--- src/rtl/qsg_pkg.sv ---
package qsg_pkg;

    // ------------------------------------------------------------
    // Register selectors
    // ------------------------------------------------------------
    localparam logic [1:0] QSG_SEL_EVENT = 2'h0;
    localparam logic [1:0] QSG_SEL_COND = 2'h1;
    localparam logic [1:0] QSG_SEL_ENAB = 2'h2;

    // ------------------------------------------------------------
    // Field positions
    // ------------------------------------------------------------
    localparam int QSG_BIT_VOLT_MODE = 0;
    localparam int QSG_BIT_CURR_MODE = 1;
    localparam int QSG_BIT_THERMAL = 3;
    localparam int QSG_BIT_FOLLOWER = 6;
    localparam int QSG_BIT_VOLT_ERR = 12;
    localparam int QSG_BIT_CURR_ERR = 13;
    localparam int QSG_BIT_ABSORB = 14;
    localparam int QSG_STB_SUMMARY_BIT = 3;

    // ------------------------------------------------------------
    // Masks and reset values
    // ------------------------------------------------------------
    localparam logic [15:0] QSG_USED_MASK = 16'h704B;
    localparam logic [15:0] QSG_LATCH_MASK = 16'h3000;
    localparam logic [15:0] QSG_PRESET_ENAB = 16'h00FF;
    localparam logic [15:0] QSG_RESET_ENAB = 16'h0000;
    localparam logic [15:0] QSG_RESET_EVENT = 16'h0000;

    // ------------------------------------------------------------
    // Types
    // ------------------------------------------------------------
    typedef struct packed {
        logic absorbing_energy_flag;
        logic current_error_flag;
        logic voltage_error_flag;
        logic follower_unit_error_flag;
        logic thermal_error_flag;
        logic current_mode_error_flag;
        logic voltage_mode_error_flag;
    } qsg_cond_type;

    typedef struct packed {
        logic rd;
        logic wr;
        logic preset;
        logic [1:0] sel;
        logic [15:0] wdata;
    } qsg_req_type;

    typedef enum logic [1:0] {
        QSG_IDLE = 2'h0,
        QSG_ANSWER = 2'h1
    } qsg_state_type;

endpackage

--- src/rtl/qsg_top.sv ---
// What this block does
// Condition register shows live questionable conditions, 1 active, 0 inactive.
// Event register is read-only, holds events, clears to zero when read.
// Only condition bits 13 and 12 can set event bits.
// Mode error bits 0 and 1 are never latched, live only.
// Bits 0 and 1 may both be set, meaning output settling.
// Bit 14 means absorbing energy; bit 3 means thermal error.
// Bit 13 current error, bit 12 voltage error; enabled ones latch.
// Enable register masks event capture and summary contribution per bit.
// Summary output, status byte bit 3, is OR of enabled events.
// Enable register reads back the mask last written.
// Status preset loads the enable mask with 255 cut to the used bits, so it reads 004B.
// Unused bits read zero in all registers and ignore writes.
`timescale 1ns/10ps
`default_nettype none
module qsg_top
    import qsg_pkg::*;
(
    input wire logic core_clk,
    input wire logic rst_b,
    input wire qsg_pkg::qsg_cond_type cond_in,
    input wire qsg_pkg::qsg_req_type req,
    output logic [15:0] rdata,
    output logic rvalid,
    output logic questionable_summary
);
    import qsg_pkg::*;

    // ------------------------------------------------------------
    // Helpers
    // ------------------------------------------------------------
    function automatic logic [15:0] qsg_used(input logic [15:0] v);
        qsg_used = v & QSG_USED_MASK;
    endfunction

    // Same selector test serves reads and writes
    function automatic logic qsg_hit(input logic [1:0] sel, input logic [1:0] want);
        qsg_hit = (sel == want);
    endfunction

    // Edge, not level: a standing condition latches once, so a read empties the register
    function automatic logic [15:0] qsg_rise(input logic [15:0] cur, input logic [15:0] prev);
        qsg_rise = cur & ~prev;
    endfunction

    // ------------------------------------------------------------
    // Declarations
    // ------------------------------------------------------------
    logic [15:0] cond_word;
    logic [15:0] cond_prev_reg;
    logic [15:0] capture;
    logic [15:0] event_reg;
    logic [15:0] event_next;
    logic [15:0] enab_reg;
    logic [15:0] enab_next;
    logic [15:0] read_word;
    logic read_take;
    logic event_read;
    logic enab_write;
    logic summary_next;
    qsg_state_type state_reg;
    qsg_state_type state_next;

    // ------------------------------------------------------------
    // Live conditions
    // ------------------------------------------------------------
    // Pins are asynchronous to core_clk
    qsg_cond_sync u_sync (
        .core_clk(core_clk),
        .rst_b(rst_b),
        .cond_async(cond_in),
        .cond_word(cond_word)
    );

    // ------------------------------------------------------------
    // Rising-edge detect
    // ------------------------------------------------------------
    // Cleared to the idle level of the pins, so reset gives no false edge
    always_ff @(posedge core_clk) begin
        if (!rst_b) begin
            cond_prev_reg <= 16'h0000;
        end else begin
            cond_prev_reg <= cond_word;
        end
    end

    // ------------------------------------------------------------
    // Capture
    // ------------------------------------------------------------
    // Bits 0 and 1 excluded by the latch mask
    assign capture = qsg_rise(cond_word, cond_prev_reg) & enab_reg & QSG_LATCH_MASK;

    // ------------------------------------------------------------
    // Event register
    // ------------------------------------------------------------
    // Only an answered read clears; a refused read loses nothing
    assign event_read = read_take && qsg_hit(req.sel, QSG_SEL_EVENT);

    // New capture wins over the read clear, so no event is lost
    always_comb begin
        event_next = event_reg;
        if (event_read) begin
            event_next = QSG_RESET_EVENT;
        end
        event_next = event_next | capture;
    end

    always_ff @(posedge core_clk) begin
        if (!rst_b) begin
            event_reg <= QSG_RESET_EVENT;
        end else begin
            event_reg <= event_next;
        end
    end

    // ------------------------------------------------------------
    // Enable mask
    // ------------------------------------------------------------
    assign enab_write = req.wr && qsg_hit(req.sel, QSG_SEL_ENAB);

    // Preset beats a write in the same cycle
    always_comb begin
        enab_next = enab_reg;
        if (req.preset) begin
            enab_next = qsg_used(QSG_PRESET_ENAB);
        end else if (enab_write) begin
            enab_next = qsg_used(req.wdata);
        end
    end

    always_ff @(posedge core_clk) begin
        if (!rst_b) begin
            enab_reg <= QSG_RESET_ENAB;
        end else begin
            enab_reg <= enab_next;
        end
    end

    // ------------------------------------------------------------
    // Read handshake
    // ------------------------------------------------------------
    // A read in the answer cycle is refused, so reads come every second cycle
    assign read_take = req.rd && (state_reg == QSG_IDLE);

    // Gray coded: one bit moves per step
    always_comb begin
        state_next = state_reg;
        case (state_reg)
            QSG_IDLE: begin
                if (req.rd) begin
                    state_next = QSG_ANSWER;
                end
            end
            QSG_ANSWER: begin
                state_next = QSG_IDLE;
            end
            default: begin
                state_next = QSG_IDLE;
            end
        endcase
    end

    always_ff @(posedge core_clk) begin
        if (!rst_b) begin
            state_reg <= QSG_IDLE;
        end else begin
            state_reg <= state_next;
        end
    end

    // ------------------------------------------------------------
    // Read data
    // ------------------------------------------------------------
    always_comb begin
        case (req.sel)
            QSG_SEL_EVENT: begin
                read_word = qsg_used(event_reg);
            end
            QSG_SEL_COND: begin
                read_word = qsg_used(cond_word);
            end
            QSG_SEL_ENAB: begin
                read_word = qsg_used(enab_reg);
            end
            default: begin
                read_word = 16'h0000;
            end
        endcase
    end

    // Held until the next taken read
    always_ff @(posedge core_clk) begin
        if (!rst_b) begin
            rdata <= 16'h0000;
        end else if (read_take) begin
            rdata <= read_word;
        end
    end

    // ------------------------------------------------------------
    // Answer strobe
    // ------------------------------------------------------------
    // Exactly one cycle, never twice in a row
    always_ff @(posedge core_clk) begin
        if (!rst_b) begin
            rvalid <= 1'b0;
        end else begin
            rvalid <= read_take;
        end
    end

    // ------------------------------------------------------------
    // Summary
    // ------------------------------------------------------------
    // Built from the next event value so summary and event register move together
    assign summary_next = |(event_next & enab_reg);

    always_ff @(posedge core_clk) begin
        if (!rst_b) begin
            questionable_summary <= 1'b0;
        end else begin
            questionable_summary <= summary_next;
        end
    end
endmodule
`default_nettype wire

--- src/rtl/qsg_cond_sync.sv ---
`timescale 1ns/10ps
`default_nettype none
module qsg_cond_sync
    import qsg_pkg::*;
(
    input wire logic core_clk,
    input wire logic rst_b,
    input wire qsg_pkg::qsg_cond_type cond_async,
    output logic [15:0] cond_word
);
    // ------------------------------------------------------------
    // Two-stage synchroniser
    // ------------------------------------------------------------
    qsg_cond_type stage1_reg;
    qsg_cond_type stage2_reg;

    always_ff @(posedge core_clk) begin
        if (!rst_b) begin
            stage1_reg <= '0;
            stage2_reg <= '0;
        end else begin
            stage1_reg <= cond_async;
            stage2_reg <= stage1_reg;
        end
    end

    // Unused positions tied low
    always_comb begin
        cond_word = 16'h0000;
        cond_word[QSG_BIT_VOLT_MODE] = stage2_reg.voltage_mode_error_flag;
        cond_word[QSG_BIT_CURR_MODE] = stage2_reg.current_mode_error_flag;
        cond_word[QSG_BIT_THERMAL] = stage2_reg.thermal_error_flag;
        cond_word[QSG_BIT_FOLLOWER] = stage2_reg.follower_unit_error_flag;
        cond_word[QSG_BIT_VOLT_ERR] = stage2_reg.voltage_error_flag;
        cond_word[QSG_BIT_CURR_ERR] = stage2_reg.current_error_flag;
        cond_word[QSG_BIT_ABSORB] = stage2_reg.absorbing_energy_flag;
    end
endmodule
`default_nettype wire

--- config.mk ---
export PLATFORM = sky130hd
export DESIGN_NAME = qsg_top
export DESIGN_NICKNAME = d
export VERILOG_FILES = /design/src/rtl/qsg_pkg.sv /design/src/rtl/qsg_top.sv /design/src/rtl/qsg_cond_sync.sv
export SDC_FILE = /design/constraint.sdc
export NUM_CORES = 1
export LEC_CHECK = 0
export ABC_CLOCK_PERIOD_IN_PS = 1750
export BUFFER_PORTS_ARGS = -buffer_cell sky130_fd_sc_hd__buf_2
export CAP_MARGIN = 30
export CORE_UTILIZATION = 45
export DETAILED_ROUTE_END_ITERATION = 10
export PLACE_DENSITY = 0.72
export SYNTH_ARGS = -nofsm -noshare
export SYNTH_HDL_FRONTEND = slang
export SYNTH_SLANG_ARGS = --single-unit
--- constraint.sdc ---
create_clock -name core_clk -period 1.75 [get_ports core_clk]
set_input_delay 0.175 -clock core_clk [delete_from_list [all_inputs] [get_ports core_clk]]
set_output_delay 0.175 -clock core_clk [all_outputs]
set_load 0.05 [all_outputs]
# Word level (Yosys, flattened, before mapping)
# Index checks and enable logic that the tools add are counted.
[word_totals]
regBits = 62
latch_bits = 0
mem_bits_rw = 0
romBits = 0
wordCells = 43
n_memories = 0
[classes]
n_addsub = 0
mul = 0
div = 0
order_cmp = 0
n_eq_ne = 2
n_shift = 0
mux = 4
bitwise_logic = 6
n_reduce_logical = 9
[ops]
columns = ["op", "count"]
rows = [
  ["15-bit case mux with 3 select lines", 1],
  ["14-bit bitwise AND", 2],
  ["16-bit by 15-bit bitwise AND with 16-bit output", 1],
  ["16-bit 2-to-1 mux", 1],
  ["16-bit by 14-bit bitwise OR with 16-bit output", 1],
  ["16-bit OR reduction", 1],
  ["7-bit 2-to-1 mux", 2],
  ["14-bit NOT", 1],
  ["2-bit logical NOT", 2],
  ["1-bit logical AND", 3],
  ["2-bit by 1-bit == test with 1-bit output (second input constant)", 1],
  ["2-bit == test (second input constant)", 1],
  ["2-bit AND reduction", 1],
  ["2-bit nonzero test", 1],
  ["2-bit OR reduction", 1],
  ["1-bit NOT", 1],
]

# Longest topological paths before layout
# Gate-level depths: netlist of the first run.
[depth]
word_depth = 7
mapped_depth = 5
depth_no_buf = 3

# Hierarchy
# From an unflattened synthesis of the first run, not the netlist that was laid out.
[unflattened]
cells_unflattened = 150
hier_area_um2 = 1606.5
[modules_own_cells]
columns = ["module", "instances", "cells_per_inst", "area_per_inst_um2"]
rows = [
  ["qsg_top", 1, 111, 1143.6],
  ["qsg_cond_sync", 1, 39, 462.9],
]

# Least setup slack after synthesis of the first run
# OpenSTA, ideal clock, no wires.
[synth_path]
kind = "register to register"
from = "register state_reg[0]"
to = "register event_reg[1]"
setup_ns = 0.116
t_arrival_ns = 1.132
required_time_ns = 1.634
slack_ns = 0.502
stages_incl_launch_ff = 4
n_path_buf = 1
path_cell_list = "dfxtp_1 > or4b_4 > buf_6 > and3_2"
[synth_via]
elab_chain_len = 5
[synth_rtl]
columns = ["item", "line_no", "text"]
rows = [
  ["start: declaration", "qsg_top.sv:61", "qsg_state_type state_reg;"],
  ["start signal: assignment", "qsg_top.sv:167", "state_reg <= state_next;"],
  ["2-bit logical NOT", "qsg_top.sv:143", "assign read_take = req.rd && (state_reg == QSG_IDLE);"],
  ["1-bit logical AND", "qsg_top.sv:143", ""],
  ["1-bit logical AND", "qsg_top.sv:97", "assign event_read = read_take && qsg_hit(req.sel, QSG_SEL_EVENT);"],
  ["16-bit 2-to-1 mux", "qsg_top.sv:102", "if (event_read) begin"],
  ["16-bit by 14-bit bitwise OR with 16-bit output", "qsg_top.sv:105", "event_next = event_next | capture;"],
  ["end signal: assignment", "qsg_top.sv:112", "event_reg <= event_next;"],
  ["end: declaration", "qsg_top.sv:52", "logic [15:0] event_reg;"],
]
# No other way between the ends.
# A chain may end at the register's enable or synchronous reset.

# Final worst setup path of the first run
[layout_path]
from = "register state_reg[0]"
to = "register questionable_summary"
[layout_via]
elab_chain_len = 7
[layout_rtl]
columns = ["item", "line_no", "text"]
rows = [
  ["2-bit logical NOT", "qsg_top.sv:143", ""],
  ["1-bit logical AND", "qsg_top.sv:143", ""],
  ["1-bit logical AND", "qsg_top.sv:97", ""],
  ["16-bit 2-to-1 mux", "qsg_top.sv:102", ""],
  ["16-bit by 14-bit bitwise OR with 16-bit output", "qsg_top.sv:105", ""],
  ["16-bit by 15-bit bitwise AND with 16-bit output", "qsg_top.sv:216", "assign summary_next = |(event_next & enab_reg);"],
  ["16-bit OR reduction", "qsg_top.sv:216", ""],
  ["end signal: assignment", "qsg_top.sv:222", "questionable_summary <= summary_next;"],
  ["end: declaration", "qsg_top.sv:25", "output logic questionable_summary"],
]
# No other way between the ends.

==> results.toml, run 1 <==
[status]
status = "complete, no violations"

[clocking]
clock_sinks = 40
cts_tree = "yes"
cts-root-buf = "clkbuf_4"
clk_latency_ns = 0.33
cts_setup_buffers = 0
cts_buffer_depth = 2
holdBufCountCts = 0
cts_resized = 0
cts_buffers = 5
cts-htree-levels = 2
path_clk_slew_ns = 0.11

[cells_and_area]
multi_input_area_sq_um = 625.6
layout-drive-gt1-share_pct = 26.63
finalNetCount = 198
final_util_pct = 54.68
area_delta_synth_final_pct = 12.51
fillers = 279
diodes = 0
seqCellArea_sq_um = 800.8

[route]
ant_nets = 0
wire_per_inst_microns = 12.27
viasPerCell = 4.939
drt-total-wl_mm = 2.614
drc = 0
dr.pass1.iters = 4
vias = 1052
drt-initial-drc-count = 38

[yosys]
syn_avg_cell_area_sq_um = 10.78
synth_warnings = 0
synth_top_area_share_pct = 52.67
synthesis.area_sq_mm = 0.001520
synth_edf_count = 0
ys_seq_elements = 40
synth-main-ff-cell = "dfxtp_1"
synthTopCellsByArea = "dfxtp_1, and2_1, mux2i_1"
synthArstFlopShare_pct = 0
synth-seq-area-share_pct = 52.67
synth_common_cells = "dfxtp_1, and2_1, mux2i_1"
synth_cell_types = 26
postSynthCellCount = 141
yosysMostFrequentCell = "dfxtp_1"
synth_top_area_cell = "dfxtp_1"

[power]
ir_drop_uv = 505.2
p_per_area_mw_per_mm2 = 1026
p_leak_nw = 0.7788

[sta]
setup_viol = 0
skew_ns = 0.002066
max_freq_mhz = 796.7
worstMarginPinSlew_ns = 0.5104
max_slew_margin_pct = 65.90
drv_slew = 0
finalCritPeriodShare_pct = 71.72
rsz0062_at_grt = "no"
tns_ns = 0
hold_violations = 0
min_period_ns = 1.255

[global_route]
grt_usage_pct = 17.14
grt_pass1_vias = 976
grt_pass1_wl_mm = 4.360
antenna_found_initial = 0
grt_overflow = 0
grt_max_degree = 40

[critical_path]
cp.arrival_ns = 1.49
path_cells = "or4b_4 -> a31o_1"
cp.required_ns = 1.99
end_kind = "flip-flop"
start_kind = "flip-flop"
path_max_fanout = 8
cp_slowest_stage_delay_ns = 0.60
startpoint = "state_reg[0]"
r2r_start = "state_reg[0]"
slowest_stage = "or4b_4"
worstSetupPathType = "reg2reg"

[floorplan]
fp-row-count = 20
initial_core_util_pct = 48.60
core_area_sq_mm = 0.003128
die_h_microns = 60.12
io_pins = 48
die_x_microns = 60.12
die-area_sq_mm = 0.003614

[flow_run]
cap_violations = 0

[hold_path]
min_path_type = "in2reg"
hp-start = "cond_in[0]"

[placed_design]
dp.final_hpwl_mm = 1.868
portBuffers = 29
gp_congestion = 0.7904
[worst paths after layout]
path	endpoint	slack, ns	cells after the start
worst max-delay path	questionable_summary	0.49	2
worst min-delay path	u_sync.stage1_reg[0]	0.03	2
worst max register to register	questionable_summary	0.49	2
worst min register to register	u_sync.cond_word[3]	0.44	1
[power by group]
part	internal (mW)	total (mW)	switching [mW]
Sequential	0.948	0.966	0.0177
Combinational	0.0701	0.215	0.145
Clock	0.299	0.573	0.274
[worst max-delay path: cells and delay by family, from the launching register on]
| family | cells | cell delay (ns) |
|---|---|---|
| and+or+nand+nor | 1 | 0.60 |
| AOI/OAI and AO/OA | 1 | 0.24 |
| DFF | 1 | 0.33 |
[per-layer routing]
metal	share of wire, %	track usage [%]	vias to the layer above
li1	-	-	525
met1	43	19.41	479
met2	49	27.63	41
met3	5.9	6.710	7
met4	2.3	8.970	0
met5	0	0	-
[area by class of cell]
type                       count  share of cell area (%)
clock buffer                   6                   2.414
clock inverter                 2                   2.048
multi-input combinational     91                   36.58
sequential                    40                   46.82
tap                           44                   3.219
timing repair buffer          30                   8.925
[stage by stage]
step | power [mW] | std cells | instance area [sq um] | hold slack [ns] | worst slack (ns)
global placement | 1.195 | 205 | 1634 | 0.3799 | 0.4225
finish | 1.754 | 213 | 1710 | 0.03492 | 0.4949
global route | 1.835 | 213 | 1710 | 0.02046 | 0.4679
floorplan | 1.170 | 149 | 1550 | 0.2988 | 0.5020
CTS | 1.768 | 213 | 1710 | 0.02496 | 0.5034
detailed placement | 1.202 | 205 | 1634 | 0.3846 | 0.3972
[cell usage in the layout, fill, tap and decap left out, drive strengths merged, types with 2 or more instances in the layout]
cell type | synthesis | layout
dfxtp | 40 | 40
buf | 12 | 30
and2 | 18 | 18
mux2i | 10 | 10
conb | 1 | 9
a2bb2oi | 7 | 7
o21ai | 7 | 7
a21oi | 7 | 7
clkbuf | 6 | 6
and3 | 5 | 5
mux2 | 4 | 4
o21a | 4 | 4
nor2 | 3 | 3
a21boi | 3 | 3
nand3b | 3 | 3
nand2 | 2 | 2
nor2b | 2 | 2
a22oi | 2 | 2
[cell families after synthesis]
kind of cell	count (synthesis)	share of synthesized area, %
flip-flops	40	52.68
AND/OR/NAND/NOR	36	15.06
AO/OA/AOI/OAI	32	14.32
buffers and inverters	18	8.148
multiplexers	14	9.547
other	1	0.2467
Power figures use the tool's default switching activity.
==> run 2: changes to the inputs <==
--- a/config.mk
+++ b/config.mk
@@ -5,7 +5,7 @@
 export SDC_FILE = /design/constraint.sdc
 export NUM_CORES = 1
 export LEC_CHECK = 0
-export ABC_CLOCK_PERIOD_IN_PS = 1750
+export ABC_CLOCK_PERIOD_IN_PS = 1300
 export BUFFER_PORTS_ARGS = -buffer_cell sky130_fd_sc_hd__buf_2
 export CAP_MARGIN = 30
 export CORE_UTILIZATION = 45
==> constraint.sdc (replaced) <==
create_clock -name core_clk -period 1.3 [get_ports core_clk]
set_input_delay 0.13 -clock core_clk [delete_from_list [all_inputs] [get_ports core_clk]]
set_output_delay 0.13 -clock core_clk [all_outputs]
set_load 0.05 [all_outputs]
==> results.toml, run 2 (synthesis results as in run 1) <==
[status]
status = "complete, no violations"

[cells_and_area]
layout-drive-gt1-share_pct = 26.82
finalNetCount = 208
final_util_pct = 57.64
layout_commonest_cell = "dfxtp_1"
finalNonFillerCells = 223
diodes = 0
area_delta_synth_final_pct = 18.60
final_cell_mix = "dfxtp_1, buf_2, and2_1"

[floorplan]
core_area_sq_mm = 0.003128
die_x_microns = 60.12
fp-row-count = 20
io_pins = 48
initial_core_util_pct = 48.60
die-area_sq_mm = 0.003614
die_h_microns = 60.12

[clocking]
cts-root-buf = "clkbuf_4"
clock_sinks = 40
cts_tree = "yes"
clk_latency_ns = 0.34
cts_buffers = 5
cts-htree-levels = 2
path_clk_slew_ns = 0.11
cts_buffer_depth = 2
cts_setup_buffers = 0

[sta]
skew_ns = 0.009493
worstMarginPinSlew_ns = 0.5202
holdWs_ns = 0.01200
layout_setup_ws_ns = 0.03745
max_freq_mhz = 792.0
rsz0062_at_grt = "no"
max_slew_margin_pct = 65.32
tns_ns = 0
finalCritPeriodShare_pct = 97.12
hold_violations = 0
min_period_ns = 1.263
drv_slew = 0
setup_viol = 0

[global_route]
top_usage_layer = "met2"
grt_overflow = 0
grt_usage_pct = 18.26
grt_pass1_vias = 1026
grt_max_degree = 40
grt_pass1_wl_mm = 4.602
grt_use_met3_pct = 4.762
antenna_found_initial = 0
grt_use_met2_pct = 29.98
grt_use_met1_pct = 19.89

[route]
viasPerCell = 4.861
drt-initial-drc-count = 40
ant_nets = 0
drc = 0
wire_per_inst_microns = 12.69
drt-total-wl_mm = 2.830
vias = 1084
dr.pass1.iters = 4

[critical_path]
path_max_fanout = 8
end_kind = "flip-flop"
cp.required_ns = 1.54
cp.arrival_ns = 1.50
start_kind = "flip-flop"
worstSetupPathType = "reg2reg"

[power]
ir_drop_uv = 626.6
internal_power_mw = 1.793
p_leak_nw = 0.8228
seqPwrFrac_pct = 54.4
switching_share_pct = 24.99
p_per_area_mw_per_mm2 = 1326
pwr-share-clk_pct = 32.5
power_switching_mw = 0.5974
p_comb_share_pct = 13.1

[placed_design]
gp_congestion = 0.8298
dpl_worst_slack_ns = 0.05534
dp.final_hpwl_mm = 1.970
placedCellCount = 208
portBuffers = 29

[flow_run]
cap_violations = 0

[hold_path]
min_path_type = "in2reg"
==> run 2: metrics by stage <==
step | total power [mW] | area (sq um)
2_1_floorplan | 1.575 | 1550
3_5_place_dp | 1.624 | 1657
3_3_place_gp | 1.615 | 1657
6_report | 2.391 | 1803
5_1_grt | 2.504 | 1803
4_1_cts | 2.408 | 1803
==> run 2: power groups by stage <==
stage | clock network [mW] | registers, mW | logic, mW
3_5_place_dp | 0 | 1.33 | 0.296
4_1_cts | 0.795 | 1.30 | 0.313
3_3_place_gp | 0 | 1.33 | 0.289
2_1_floorplan | 0 | 1.38 | 0.195
6_report | 0.777 | 1.30 | 0.313
5_1_grt | 0.860 | 1.31 | 0.337
==> run 2: final timing paths <==
check / from / depth (start not counted) / slack (ns) / endpoint
setup / recovery: state_reg[0] / 2 / 0.04 / event_reg[3]
hold / removal: req[14] / 3 / 0.01 / enab_reg[14]
setup reg to reg: state_reg[0] / 2 / 0.04 / event_reg[3]
hold reg to reg: u_sync.stage1_reg[6] / 1 / 0.44 / u_sync.cond_word[14]
==> run 2: layer usage <==
metal / vias up / part of all wire [%]
met3: 11 / 4.8
li1: 542 / -
met5: - / 0
met4: 0 / 3.8
met2: 41 / 50
met1: 490 / 42
==> run 2: layout make-up <==
cell class | count | area (sq um)
clock buffers | 6 | 41.29
clock inverters | 2 | 35.03
fillers | 269 | 1325
multi-input cells | 91 | 625.6
flip-flops and latches | 40 | 800.8
well taps | 44 | 55.05
repair buffers | 40 | 245.2
==> run 2: timing repair <==
item                                   in CTS  in global routing
gates resized for setup                     0                  0
hold buffers                                7                  0
endpoints found under the hold margin       7                  0
==> run 2: critical path, stage by stage, from the launching register on <==
cell,delay [ns]
dfxtp_1,0.33
or4b_4,0.59
and3_2,0.24
==> run 3: changes to the inputs <==
--- a/config.mk
+++ b/config.mk
@@ -8,6 +8,7 @@
 export ABC_CLOCK_PERIOD_IN_PS = 1300
 export BUFFER_PORTS_ARGS = -buffer_cell sky130_fd_sc_hd__buf_2
 export CAP_MARGIN = 30
+export CORE_MARGIN = 2
 export CORE_UTILIZATION = 45
 export DETAILED_ROUTE_END_ITERATION = 10
 export PLACE_DENSITY = 0.72
==> results.toml, run 3 (synthesis results as in run 1) <==
[placed_design]
dp.final_hpwl_mm = 2.024
dpl_worst_slack_ns = 0.05906
placedCellCount = 215
portBuffers = 29
gp_congestion = 0.7375

[global_route]
grt_max_degree = 33
antenna_found_initial = 0
grt_pass1_wl_mm = 4.823
grt_overflow = 0
grt_pass1_vias = 1076
grt_usage_pct = 16.18

[route]
drc = 0
ant_nets = 0
drt-initial-drc-count = 19
viasPerCell = 4.709
vias = 1083
dr.pass1.iters = 4
drt-total-wl_mm = 2.850
wire_per_inst_microns = 12.39

[cells_and_area]
diodes = 0
final_cell_mix = "dfxtp_1, buf_2, and2_1"
area_delta_synth_final_pct = 20.08
finalNetCount = 213
layout_commonest_cell = "dfxtp_1"
layout-drive-gt1-share_pct = 28.26
final_util_pct = 55.58
finalNonFillerCells = 230

[critical_path]
start_kind = "flip-flop"
path_max_fanout = 8
end_kind = "flip-flop"
cp.required_ns = 1.55
reg2reg_slack_ns = 0.04
critical-path-top-delay-family = "simple AND/OR/NAND/NOR gates"
cp_slowest_stage_delay_ns = 0.60
slowest_stage = "or4b_4"
path_cells = "or4b_4 -> and3_2"
cp_num_buf_inv = 0
cp.arrival_ns = 1.50
worstSetupPathType = "reg2reg"

[flow_run]
cap_violations = 0

[sta]
setup_viol = 0
drv_slew = 0
tns_ns = 0
rsz0062_at_grt = "no"
hold_violations = 0
min_period_ns = 1.257
finalCritPeriodShare_pct = 96.71
max_freq_mhz = 795.4
layout_setup_ws_ns = 0.04282
skew_ns = 0.006213
holdWs_ns = 0.03474

[clocking]
clk_latency_ns = 0.34
cts_resized = 0
cts_tree = "yes"
path_clk_slew_ns = 0.11
cts-root-buf = "clkbuf_4"
cts_setup_buffers = 0
cts_buffer_depth = 2
clock_sinks = 40
cts_buffers = 5
cts-htree-levels = 2

[status]
status = "complete, no violations"

[hold_path]
min_path_type = "in2reg"

[power]
p_per_area_mw_per_mm2 = 1236
p_leak_nw = 0.8376
ir_drop_uv = 683.7

[floorplan]
die_h_microns = 62.12
initial_core_util_pct = 46.29
die-area_sq_mm = 0.003859
die_x_microns = 62.12
core_area_sq_mm = 0.003284
fp-row-count = 21
io_pins = 48
[run 3: changes by cell type in the layout (fill, tap and decap cells not counted)]
| cell | previous run | this run |
|---|---|---|
| buf_4 | 4 | 9 |
| bufinv_16 | 1 | 0 |
| clkbuf_1 | 1 | 2 |
| clkbuf_8 | 0 | 1 |
| clkinv_2 | 1 | 0 |
[run 3: repair_timing]
item	CTS	global route
hold buffers	7	0
setup endpoints to repair	0	0
endpoints found under the hold margin	7	0
[run 3: final timing paths]
kind	from	to	cells past startpoint
worst max-delay path	state_reg[0]	event_reg[3]	2
worst min-delay path	req[12]	enab_reg[12]	3
worst max register to register	state_reg[0]	event_reg[3]	2
worst min register to register	u_sync.stage1_reg[6]	u_sync.cond_word[14]	1
[run 3: power by group]
| part | internal, mW | leakage (nW) | switching, mW | total (mW) |
|---|---|---|---|---|
| logic | 0.122 | 0.476 | 0.201 | 0.322 |
| registers | 1.28 | 0.329 | 0.0233 | 1.30 |
| clock network | 0.267 | 0.0326 | 0.368 | 0.635 |
| total | 1.66 | 0.838 | 0.592 | 2.26 |
[run 3: area by class of cell]
class	count	area (sq um)
multi-input combinational	91	625.6
timing repair buffer	45	282.8
tap	46	57.56
sequential	40	800.8
clock buffer	8	58.81
fill	295	1459
[run 3: per-layer routing]
layer	share of wire (%)	routed length (microns)	track usage [%]
met5	0	0	0
met3	4.9	141	5.254
met1	41	1182	17.26
met2	51	1463	28.94
met4	2.2	63	7.500
[run 3: tightest hold or removal path, stage by stage]
cell,delay (ns)
buf_2,0.08
mux2i_1,0.06
nor2_1,0.08
[run 3: per-stage QoR]
stage                     instance area (sq um)  power (mW)
after global routing                       1826       2.373
after global placement                     1697       1.626
after floorplan                            1550       1.575
after CTS                                  1826       2.289
final                                      1826       2.257
after detailed placement                   1697       1.634
